===== src/fault_consts.svh =====
// numeric constants for the access fault code generator
`ifndef FAULT_CONSTS_SVH
`define FAULT_CONSTS_SVH

// primary codes and supplements
`define CODE_DELAY_SVC 16'h1A4F
`define CODE_ABS_WORD 16'h1A50
`define CODE_ABS_DWORD 16'h1A51
`define CODE_LIN_BYTE 16'h1A52
`define CODE_LIN_WORD 16'h1A53
`define CODE_LIN_DWORD 16'h1A54
`define CODE_PAGE_BYTE 16'h1A55
`define CODE_PAGE_WORD 16'h1A56
`define CODE_PAGE_DWORD 16'h1A57
`define CODE_MOVE_SRC 16'h1A58
`define CODE_MOVE_DST 16'h1A59
`define CODE_TO_USER 16'h1E23
`define CODE_TO_OUT_IMAGE 16'h1E25
`define CODE_TO_IN_IMAGE 16'h1E26
`define CODE_TO_IPC_IN 16'h1E27
`define CODE_TO_IPC_OUT 16'h1E28
`define CODE_ADDR_FAULT 16'h1E40
`define SUB_BAD_FUNCTION 16'h0001
`define SUB_BAD_DELAY 16'h0002
`define SUB_NONE 16'h0000

// address limits, 17 bits so a carry out of the sum compares as too high
`define LIM_ABS_WORD 17'h0EDFF
`define LIM_ABS_DWORD 17'h0EDFE
`define LIM_LIN_BYTE 17'h0EFFF
`define LIM_LIN_WORD 17'h0EFFE
`define LIM_LIN_DWORD 17'h0EFFC
`define LIM_PAGE_LOW 17'h0F400
`define LIM_PAGE_BYTE 17'h0FFFF
`define LIM_PAGE_WORD 17'h0FFFE
`define LIM_PAGE_DWORD 17'h0FBFC

// memory area starts and top of memory
`define AREA_DB_RAM 17'h08000
`define AREA_DB_ZERO 17'h0DD80
`define AREA_S_FLAGS 17'h0E400
`define AREA_SYS_DATA 17'h0E800
`define AREA_FLAGS_IMAGE 17'h0EE00
`define AREA_PERIPH 17'h0F000
`define AREA_TOP 17'h0FFFF

`define ZERO_WORD 16'h0000
`define ONE_ADDR 17'h00001

`endif


===== src/fault_pkg.sv =====
// types shared by the access fault code generator
package fault_pkg;

  typedef enum logic [3:0] {
    ACC_ABS_WORD,
    ACC_ABS_DWORD,
    ACC_LIN_BYTE,
    ACC_LIN_WORD,
    ACC_LIN_DWORD,
    ACC_LIN_TAS,
    ACC_PAGE_BYTE,
    ACC_PAGE_WORD,
    ACC_PAGE_DWORD,
    ACC_PAGE_TAS,
    ACC_WORD_MOVE,
    ACC_BYTE_MOVE
  } access_kind_t;

  typedef enum logic [2:0] {
    TO_USER,
    TO_OUT_IMAGE,
    TO_IN_IMAGE,
    TO_IPC_IN,
    TO_IPC_OUT
  } timeout_src_t;

  typedef enum logic [2:0] {
    H_NONE,
    H_RUNTIME,
    H_TIMEOUT,
    H_IMAGE_TIMEOUT,
    H_ADDR_FAULT
  } handler_t;

  typedef enum logic [3:0] {
    OP_NONE,
    OP_IRQ_MASK_LOAD,
    OP_IRQ_MASK_SET,
    OP_IRQ_BLOCK_END,
    OP_ADDR_FAULT_IRQ_DISABLE,
    OP_ADDR_FAULT_IRQ_ENABLE,
    OP_REQ_IRQ_ENABLE,
    OP_REQ_IRQ_DISABLE,
    OP_OTHER
  } opcode_t;

  typedef enum logic [2:0] {
    AR_USER,
    AR_DB_RAM,
    AR_DB_ZERO,
    AR_S_FLAGS,
    AR_SYS_DATA,
    AR_FLAGS_IMAGE,
    AR_PERIPH
  } area_t;

endpackage


===== src/area_if.sv =====
// range pair handed to the area decoder and its verdict
`timescale 1ns/1ps
`default_nettype none
interface area_if;
  logic [16:0] lo;
  logic [16:0] hi;
  logic same;
  modport requester (output lo, output hi, input same);
  modport decoder (input lo, input hi, output same);
endinterface
`default_nettype wire


===== src/area_decoder.sv =====
// decides whether an address range sits inside one memory area
`timescale 1ns/1ps
`default_nettype none
`include "fault_consts.svh"
module area_decoder (
  area_if.decoder rng
);
  import fault_pkg::*;

  function automatic area_t area_of(input logic [16:0] a);
    area_t r;
    r = AR_USER;
    if (a >= `AREA_PERIPH) begin
      r = AR_PERIPH;
    end else if (a >= `AREA_FLAGS_IMAGE) begin
      r = AR_FLAGS_IMAGE; // RULE_08
    end else if (a >= `AREA_SYS_DATA) begin
      r = AR_SYS_DATA;
    end else if (a >= `AREA_S_FLAGS) begin
      r = AR_S_FLAGS;
    end else if (a >= `AREA_DB_ZERO) begin
      r = AR_DB_ZERO;
    end else if (a >= `AREA_DB_RAM) begin
      r = AR_DB_RAM; // RULE_07
    end
    return r;
  endfunction

  // range past the top of memory or reversed never counts as one area
  assign rng.same = (rng.hi <= `AREA_TOP) && (rng.hi >= rng.lo) &&
                    (area_of(rng.lo) == area_of(rng.hi)); // RULE_07
endmodule
`default_nettype wire


===== src/access_fault_code_generator.sv =====
// fault detection and error-code generation for memory and bus accesses
// Functional notes
// RULE_01: abs word access faults 1A50H when base plus constant exceeds EDFFH.
// RULE_02: abs double-word access faults 1A51H when address exceeds EDFEH.
// RULE_03: linear byte/word/dword max EFFF/EFFE/EFFC, codes 1A52H/1A53H/1A54H.
// RULE_04: page accesses start at F400H; per-width bound, codes 1A55H-1A57H.
// RULE_05: block move source must lie in one memory area, else 1A58H.
// RULE_06: block move destination must lie in one area, else 1A59H.
// RULE_07: areas start at 0, 8000, DD80, E400, E800, EE00, F000, ending FFFF.
// RULE_08: EE00 through EFFF is one area of flags and process image.
// RULE_09: user peripheral timeout is 1E23H, address second, timeout handler.
// RULE_10: output image timeout gives 1E25H with byte address, image handler.
// RULE_11: input image timeout gives 1E26H with the byte address.
// RULE_12: interprocessor input flag timeout gives 1E27H with flag address.
// RULE_13: interprocessor output flag timeout gives 1E28H with flag address.
// RULE_14: user addressing fault is 1E40H, address second, addressing handler.
// RULE_15: delay service bad function number gives 1A4FH with 0001H.
// RULE_16: delay service bad delay time gives 1A4FH with 0002H.
// RULE_17: mask load/set, block end, fault irq, request irq opcodes not run.
// RULE_18: primary code in first code word, supplement in second, handler.
// RULE_19: an access failing its range or area check is never performed.
`timescale 1ns/1ps
`default_nettype none
`include "fault_consts.svh"
module access_fault_code_generator #(
  parameter logic [15:0] MAX_FUNCTION = 16'h0002,
  parameter logic [15:0] MAX_DELAY = 16'hFFFF
) (
  // clock and reset
  input wire logic clk_i,
  input wire logic reset_n_i,
  // access check requests
  input wire logic acc_valid_i,
  output logic acc_ready_o,
  input wire fault_pkg::access_kind_t acc_kind_i,
  input wire logic [15:0] base_pointer_i,
  input wire logic [15:0] offset_i,
  input wire logic [15:0] move_dst_i,
  input wire logic [15:0] move_len_i,
  // go-ahead for accesses that passed
  output logic access_go_o,
  output fault_pkg::access_kind_t access_kind_o,
  output logic [15:0] access_addr_o,
  output logic [15:0] access_dst_o,
  output logic [15:0] access_len_o,
  // bus acknowledge timeouts and addressing faults
  input wire logic acknowledge_timeout_i,
  input wire fault_pkg::timeout_src_t timeout_src_i,
  input wire logic [15:0] timeout_addr_i,
  input wire logic addressing_fault_i,
  input wire logic [15:0] fault_addr_i,
  output logic bus_ready_o,
  // delay-interrupt service arguments
  input wire logic delay_valid_i,
  output logic delay_ready_o,
  input wire logic [15:0] delay_function_i,
  input wire logic [15:0] delay_time_i,
  output logic delay_go_o,
  // opcode screening
  input wire logic op_valid_i,
  output logic op_ready_o,
  input wire fault_pkg::opcode_t opcode_i,
  output logic op_execute_o,
  output logic op_suppressed_o,
  // fault report
  output logic fault_o,
  output logic [15:0] primary_code_word_o,
  output logic [15:0] secondary_code_word_o,
  output fault_pkg::handler_t handler_o
);
  import fault_pkg::*;

  area_if src_rng ();
  area_if dst_rng ();

  area_decoder u_src_dec (
    .rng(src_rng)
  );

  area_decoder u_dst_dec (
    .rng(dst_rng)
  );

  logic [16:0] eff_addr;
  logic [16:0] len_ext;
  logic [16:0] dst_ext;
  logic is_move;
  logic bus_event;
  logic acc_take;
  logic delay_take;
  logic op_take;
  logic acc_bad;
  logic [15:0] acc_code;
  logic delay_bad;
  logic [15:0] delay_sub;
  logic op_blocked;
  logic next_fault;
  logic [15:0] next_primary;
  logic [15:0] next_secondary;
  handler_t next_handler;

  assign eff_addr = {1'b0, base_pointer_i} + {1'b0, offset_i};
  assign len_ext = {1'b0, move_len_i};
  assign dst_ext = {1'b0, move_dst_i};
  assign is_move = (acc_kind_i == ACC_WORD_MOVE) ||
                   (acc_kind_i == ACC_BYTE_MOVE);

  // a move covers start through start plus length minus one; length zero covers start alone
  assign src_rng.lo = eff_addr;
  assign src_rng.hi = (move_len_i == `ZERO_WORD) ? eff_addr :
                      eff_addr + len_ext - `ONE_ADDR; // RULE_05
  assign dst_rng.lo = dst_ext;
  assign dst_rng.hi = (move_len_i == `ZERO_WORD) ? dst_ext :
                      dst_ext + len_ext - `ONE_ADDR; // RULE_06

  // one report per cycle: bus events, then accesses, service, opcodes
  assign bus_event = acknowledge_timeout_i || addressing_fault_i;
  assign bus_ready_o = 1'b1;
  assign acc_ready_o = !bus_event;
  assign delay_ready_o = !bus_event && !acc_valid_i;
  assign op_ready_o = !bus_event && !acc_valid_i && !delay_valid_i;
  assign acc_take = acc_valid_i && acc_ready_o;
  assign delay_take = delay_valid_i && delay_ready_o;
  assign op_take = op_valid_i && op_ready_o;

  // range and area checks
  always_comb begin
    acc_bad = 1'b0;
    acc_code = `ZERO_WORD;
    case (acc_kind_i)
      ACC_ABS_WORD: begin
        acc_bad = eff_addr > `LIM_ABS_WORD; // RULE_01
        acc_code = `CODE_ABS_WORD;
      end
      ACC_ABS_DWORD: begin
        acc_bad = eff_addr > `LIM_ABS_DWORD; // RULE_02
        acc_code = `CODE_ABS_DWORD;
      end
      ACC_LIN_BYTE, ACC_LIN_TAS: begin
        acc_bad = eff_addr > `LIM_LIN_BYTE; // RULE_03
        acc_code = `CODE_LIN_BYTE;
      end
      ACC_LIN_WORD: begin
        acc_bad = eff_addr > `LIM_LIN_WORD; // RULE_03
        acc_code = `CODE_LIN_WORD;
      end
      ACC_LIN_DWORD: begin
        acc_bad = eff_addr > `LIM_LIN_DWORD; // RULE_03
        acc_code = `CODE_LIN_DWORD;
      end
      ACC_PAGE_BYTE, ACC_PAGE_TAS: begin
        acc_bad = (eff_addr < `LIM_PAGE_LOW) ||
                  (eff_addr > `LIM_PAGE_BYTE); // RULE_04
        acc_code = `CODE_PAGE_BYTE;
      end
      ACC_PAGE_WORD: begin
        acc_bad = (eff_addr < `LIM_PAGE_LOW) ||
                  (eff_addr > `LIM_PAGE_WORD); // RULE_04
        acc_code = `CODE_PAGE_WORD;
      end
      ACC_PAGE_DWORD: begin
        acc_bad = (eff_addr < `LIM_PAGE_LOW) ||
                  (eff_addr > `LIM_PAGE_DWORD); // RULE_04
        acc_code = `CODE_PAGE_DWORD;
      end
      ACC_WORD_MOVE, ACC_BYTE_MOVE: begin
        // source is checked first and wins when both are wrong
        if (!src_rng.same) begin
          acc_bad = 1'b1; // RULE_05
          acc_code = `CODE_MOVE_SRC;
        end else if (!dst_rng.same) begin
          acc_bad = 1'b1; // RULE_06
          acc_code = `CODE_MOVE_DST;
        end
      end
      default: begin
        acc_bad = 1'b0;
        acc_code = `ZERO_WORD;
      end
    endcase
  end

  // delay-interrupt service arguments; function is a signed number
  always_comb begin
    delay_bad = 1'b0;
    delay_sub = `SUB_NONE;
    if (delay_function_i[15] || (delay_function_i == `ZERO_WORD) ||
        (delay_function_i > MAX_FUNCTION)) begin
      delay_bad = 1'b1; // RULE_15
      delay_sub = `SUB_BAD_FUNCTION;
    end else if ((delay_time_i == `ZERO_WORD) ||
                 (delay_time_i > MAX_DELAY)) begin
      delay_bad = 1'b1; // RULE_16
      delay_sub = `SUB_BAD_DELAY;
    end
  end

  // opcodes this processor does not carry out
  always_comb begin
    case (opcode_i)
      OP_IRQ_MASK_LOAD, OP_IRQ_MASK_SET, OP_IRQ_BLOCK_END,
      OP_ADDR_FAULT_IRQ_DISABLE, OP_ADDR_FAULT_IRQ_ENABLE,
      OP_REQ_IRQ_ENABLE, OP_REQ_IRQ_DISABLE: begin
        op_blocked = 1'b1; // RULE_17
      end
      default: begin
        op_blocked = 1'b0;
      end
    endcase
  end

  // fault selection
  always_comb begin
    next_fault = 1'b0;
    next_primary = primary_code_word_o;
    next_secondary = secondary_code_word_o;
    next_handler = handler_o;
    if (acknowledge_timeout_i) begin
      next_fault = 1'b1;
      next_secondary = timeout_addr_i; // RULE_18
      next_handler = H_TIMEOUT;
      case (timeout_src_i)
        TO_USER: begin
          next_primary = `CODE_TO_USER; // RULE_09
        end
        TO_OUT_IMAGE: begin
          next_primary = `CODE_TO_OUT_IMAGE; // RULE_10
          next_handler = H_IMAGE_TIMEOUT;
        end
        TO_IN_IMAGE: begin
          next_primary = `CODE_TO_IN_IMAGE; // RULE_11
        end
        TO_IPC_IN: begin
          next_primary = `CODE_TO_IPC_IN; // RULE_12
        end
        TO_IPC_OUT: begin
          next_primary = `CODE_TO_IPC_OUT; // RULE_13
        end
        default: begin
          next_primary = `CODE_TO_USER;
        end
      endcase
    end else if (addressing_fault_i) begin
      next_fault = 1'b1;
      next_primary = `CODE_ADDR_FAULT; // RULE_14
      next_secondary = fault_addr_i; // RULE_14
      next_handler = H_ADDR_FAULT;
    end else if (acc_take && acc_bad) begin
      next_fault = 1'b1;
      next_primary = acc_code; // RULE_18
      next_secondary = `SUB_NONE;
      next_handler = H_RUNTIME;
    end else if (delay_take && delay_bad) begin
      next_fault = 1'b1;
      next_primary = `CODE_DELAY_SVC; // RULE_15
      next_secondary = delay_sub; // RULE_16
      next_handler = H_RUNTIME;
    end
  end

  // fault report; code words hold until the next fault
  always_ff @(posedge clk_i or negedge reset_n_i) begin
    if (!reset_n_i) begin
      fault_o <= 1'b0;
      primary_code_word_o <= `ZERO_WORD;
      secondary_code_word_o <= `ZERO_WORD;
      handler_o <= H_NONE;
    end else begin
      fault_o <= next_fault; // RULE_18
      primary_code_word_o <= next_primary;
      secondary_code_word_o <= next_secondary;
      handler_o <= next_handler;
    end
  end

  // go-ahead only for a checked access that passed
  always_ff @(posedge clk_i or negedge reset_n_i) begin
    if (!reset_n_i) begin
      access_go_o <= 1'b0;
      access_kind_o <= ACC_ABS_WORD;
      access_addr_o <= `ZERO_WORD;
      access_dst_o <= `ZERO_WORD;
      access_len_o <= `ZERO_WORD;
    end else begin
      access_go_o <= acc_take && !acc_bad; // RULE_19
      if (acc_take && !acc_bad) begin
        access_kind_o <= acc_kind_i;
        access_addr_o <= eff_addr[15:0];
        access_dst_o <= is_move ? move_dst_i : `ZERO_WORD;
        access_len_o <= is_move ? move_len_i : `ZERO_WORD;
      end
    end
  end

  // service go-ahead and opcode screening
  always_ff @(posedge clk_i or negedge reset_n_i) begin
    if (!reset_n_i) begin
      delay_go_o <= 1'b0;
      op_execute_o <= 1'b0;
      op_suppressed_o <= 1'b0;
    end else begin
      delay_go_o <= delay_take && !delay_bad;
      op_execute_o <= op_take && !op_blocked; // RULE_17
      op_suppressed_o <= op_take && op_blocked; // RULE_17
    end
  end

endmodule
`default_nettype wire


===== config.mk =====
export PLATFORM = sky130hd
export DESIGN_NAME = access_fault_code_generator
export DESIGN_NICKNAME = d
export VERILOG_FILES = /design/src/fault_pkg.sv /design/src/area_if.sv /design/src/area_decoder.sv /design/src/access_fault_code_generator.sv
export VERILOG_INCLUDE_DIRS = /design/src
export SDC_FILE = /design/constraint.sdc
export NUM_CORES = 1
export LEC_CHECK = 0
export BUFFER_PORTS_ARGS = -buffer_cell sky130_fd_sc_hd__buf_2
export CORE_MARGIN = 5
export CORE_UTILIZATION = 55
export CTS_CLUSTER_DIAMETER = 30
export CTS_CLUSTER_SIZE = 25
export DETAILED_ROUTE_END_ITERATION = 10
export GPL_ROUTABILITY_DRIVEN = 0
export PLACE_DENSITY = 0.83
export SLEW_MARGIN = 10
export SYNTH_ARGS = -nofsm -noshare
export SYNTH_HDL_FRONTEND = slang
export SYNTH_SLANG_ARGS = --single-unit

===== constraint.sdc =====
create_clock -name clk_i -period 1.25 [get_ports clk_i]
set_clock_uncertainty 0.1 [all_clocks]
set_input_delay 0.0625 -clock clk_i [delete_from_list [all_inputs] [get_ports clk_i]]
set_output_delay 0.0625 -clock clk_i [all_outputs]
set_load 0.005 [all_outputs]

==> flow_summary.toml, run 1 <==
[global_routing]
overflow = 18
grt_max_degree = 39
grt_use_total_pct = 75.4

[clocking]
numCtsBuffers = 9
htreeDepth = 3
numClockSinks = 84
root_buffer = "clkbuf_16"
max-clock-path-buffers = 2

[yosys]
netlist_area_um2 = 9020
yosysMostFrequentCell = "inv_1"
synth-main-ff-cell = "dfrtp_1"
yosysWarningCount = 0
ys_ff_latch = 84
avgSynthCellArea_um2 = 8.55
synth_commonest_cells = "inv_1 (106), ha_1 (103), o21ai_0 (94), dfrtp_1 (84), nand2_1 (76)"
async_flop_share_pct = 100
yosysUniqueCellTypes = 114
synth_top_area_share_pct = 23.3
synth_edf_count = 0
yosysTopAreaCell = "dfrtp_1"
seq_area_frac_synth_pct = 23.3
ys_top_cells_by_area = "dfrtp_1 (23%), ha_1 (14%), o21ai_0 (5.2%)"
syn_inst = 1056

[placed_design]
place_hpwl_um = 26400
placed_area_um2 = 12400
dpl.cell_count = 1735
port_buffers = 235

[run_status]
stop_stage = "global routing"
tool.error = "[ERROR GRT-0232] Routing congestion too high. Check the congestion heatmap in the GUI."
status = "did not finish"

[floorplanning]
initial_utilization_pct = 56.4
die_x_um = 138
rows = 46
die_y_um = 138
ios = 242
## what timing repair did
action                     in CTS
setup endpoints to repair      84
buffers inserted               24
resized for setup             121
hold buffers                   34
cloned                         10
hold endpoints to repair      100
pin swaps                      32
## per-stage QoR
step | setup slack [ps] | utilization (%) | hold slack, ps
CTS | -4170 | 86.7 | 9.99
detailed placement | -4780 | 77.4 | -109
global placement | -4560 | 77.4 | -114
floorplan | -4440 | - | -333
## cells by family after synthesis
kind of cell / share of synthesized area [%]
xor gates and xnor gates: 5.05
DFF: 23.3
buffers and inverters: 9.03
and+or+nand+nor: 14.9
muxes: 0.860
adders and majority gates: 14.9
AOI/OAI and AO/OA: 31.9
other: 0.0832
## routing by layer
| layer | GRT usage [%] | GRT overflow |
|---|---|---|
| met1 | 72.4 | 1 |
| met2 | 89.5 | 5 |
| met3 | 67.4 | 0 |
| met4 | 75.7 | 12 |
| met5 | 31.6 | 0 |
==> run 2, diff against run 1 <==
CORE_UTILIZATION = 40   (was 55)
CTS_CLUSTER_DIAMETER = not set   (was 30)
CTS_CLUSTER_SIZE = not set   (was 25)
PLACE_DENSITY = not set   (was 0.83)
PLACE_DENSITY_LB_ADDON = 0.15   (was not set)
==> run 2 against run 1 <==
Effect of this change: synthesized cell count stayed put; area after synthesis did not move; the flow now finishes, with violations (negative setup slack).
==> flow_summary.toml, run 2 <==
[run_status]
status = "complete, but fails checks"
violations = "negative setup slack"

[yosys]
syn_inst = 1056
yosysWarningCount = 0
yosysUniqueCellTypes = 114
synthSimpleGateAreaFrac_pct = 14.9
yosysMostFrequentCell = "inv_1"
avgSynthCellArea_um2 = 8.55
async_flop_share_pct = 100
yosys.area_share.adder_pct = 14.9
synth_top_family_by_area = "compound AO/OA/AOI/OAI gates"
netlist_area_um2 = 9020
yosysTopAreaCell = "dfrtp_1"
ys_ff_latch = 84
synth_top_area_share_pct = 23.3
synth_edf_count = 0
synth_compound_area_share_pct = 31.9
ys_top_cells_by_area = "dfrtp_1 (23%), ha_1 (14%), o21ai_0 (5.2%)"
synth-main-ff-cell = "dfrtp_1"
seq_area_frac_synth_pct = 23.3
synth_xor_area_share_pct = 5.05
muxShareOfSynthArea_pct = 0.860
synth_commonest_cells = "inv_1 (106), ha_1 (103), o21ai_0 (94), dfrtp_1 (84), nand2_1 (76)"

[clocking]
htreeDepth = 3
numCtsBuffers = 9
max-clock-path-buffers = 2
cts_tree = "done"
insertion_delay_ps = 340
clk_pin_slew_ps = 70
root_buffer = "clkbuf_16"
numClockSinks = 84

[setup_path]
critPathMaxFanout = 6
end_kind = "register"
worstSetupPathType = "input pin to register"
critPathLaunchType = "input pin"
cp_data_arrival_time_ps = 5660
max_stage_delay_ps = 370
critPathRequiredTime_ps = 1390
crit_slowest_cell = "a2111oi_4"

[power]
p_per_area_nw_per_um2 = 1360
p_leak_nw = 7.16
finalPower_w = 0.0192
ir_worst_vdd_uv = 980

[placed_design]
port_buffers = 235
place_ws_ps = -4790
place_hpwl_um = 26400
dpl.cell_count = 1813

[detailed_routing]
first_pass_iters = 5
viasPerCell = 5.42
drtIter0Drc = 660
wl_per_cell_um = 18.3
vias = 10300
detail-route-antenna-nets = 0
postRouteWirelength_um = 34800
route.detailed.drc = 0

[sta]
fin_crit_sh_pct = 442
max-slew-margin-rel_pct = 57.6
setup-violations-final = 81
hold_violations = 0
fmax_ghz = 0.181
grt_setup_unrepaired = "yes"
fin_crit_ps = 5520
worst_pin_slew_ps = 636
finalWorstSetupSlack_ps = -4270
finalSetupTns_ps = -338980
final_max_slew_viol_count = 0

[final_layout]
mostFrequentLayoutCells = "buf_4 (291), buf_2 (232), inv_1 (102)"
drive_above_1_share_pct = 47.0
fillers = 1953
syn2layout_area_growth_pct = 56.4
final_cell_count_no_fill = 1895
num_antenna_cells = 0
layout.cells.most_common = "buf_4"
nNetsFinal = 1857

[global_routing]
overflow = 0
grt_first_pass_wirelength_um = 52700
antenna_found_initial = 0
grt_max_degree = 85
grt_pass1_vias = 9875
grt_use_total_pct = 25.1

[floorplanning]
dieArea_um2 = 25700
die_x_um = 160
core-area_um2 = 22400
die_y_um = 160
initial_utilization_pct = 40.2
ios = 242
rows = 55

[worst_hold_path]
min_path_type = "input pin to register"

[job]
max_cap_viol_count = 0
## run 2: cell counts after synthesis
Identical to the previous run, type by type.
## run 2: metrics by stage
step           hold slack (ps)  utilization (%)  instance area [um2]
2_1_floorplan             -333                -                 9190
3_3_place_gp              33.1             56.1                12600
3_5_place_dp              31.5             56.1                12600
4_1_cts                  -11.3             60.5                13600
5_1_grt                   16.8             62.9                14100
6_report                  13.3             62.9                14100
## run 2: path summary, 6_finish.rpt
| path | start | endpoint | slack [ps] | cells past startpoint |
|---|---|---|---|---|
| setup / recovery | offset_i[0] | secondary_code_word_o[12] | -4270 | 33 |
| hold / removal | delay_time_i[8] | delay_go_o | 10 | 5 |
| setup reg to reg | primary_code_word_o[11] | primary_code_word_o[11] | 250 | 1 |
| hold reg to reg | secondary_code_word_o[9] | secondary_code_word_o[9] | 380 | 1 |
| max in group asynchronous | reset_n_i | access_len_o[10] | 400 | 3 |
| min in group asynchronous | reset_n_i | secondary_code_word_o[2] | 260 | 3 |
## run 2: report_power, final
group | switching [W] | internal (W)
clock network | 0.00121 | 0.00158
registers | 0.000267 | 0.00310
logic | 0.00645 | 0.00657
total | 0.00793 | 0.0113
## run 2: final cells by class
cell class              count  area [um2]  share of cell area, %
clock inverters             7        80.1                  0.568
inverters                 109         413                   2.93
well taps                 285         357                   2.53
repair buffers            589        4230                   30.0
flip-flops and latches     84        2100                   14.9
multi-input cells         812        6700                   47.5
clock buffers               9         225                   1.60
## run 2: logic make-up (layout without fill, tap and decap cells)
| group | after synthesis | after routing |
|---|---|---|
| AOI/OAI and AO/OA | 390 | 390 |
| buffers and inverters | 167 | 714 |
| other | 2 | 6 |
| muxes | 7 | 7 |
| DFF | 84 | 84 |
| and+or+nand+nor | 254 | 257 |
| xor gates and xnor gates | 46 | 46 |
| adders and majority gates | 106 | 106 |
## run 2: per-layer routing
layer	GRT usage, %	wire length (um)	up-vias	share of wire, %
met2	41.3	16500	406	47
met5	0	0	-	0
met4	8.45	1160	0	3.3
met1	33.6	14800	4792	43
met3	4.31	2290	77	6.6
li1	-	-	4988	-
## run 2: worst max-delay path: cells and delay by family
kind                     cells  cell delay (ps)
AO/OA/AOI/OAI               14             2820
XOR/XNOR                     1              190
adder cells (fa/ha/maj)      5             1090
buffers and inverters        7              800
multiplexers                 1              110
AND/OR/NAND/NOR              5              570
## run 2: timing repair
action,CTS,global route
gates cloned,3,8
gates resized for setup,47,95
hold buffers,36,1
pin swaps,33,17
endpoints found under the hold margin,103,1
setup buffers,13,6
setup endpoints to repair,82,82
(Power assumes the default switching activity.)
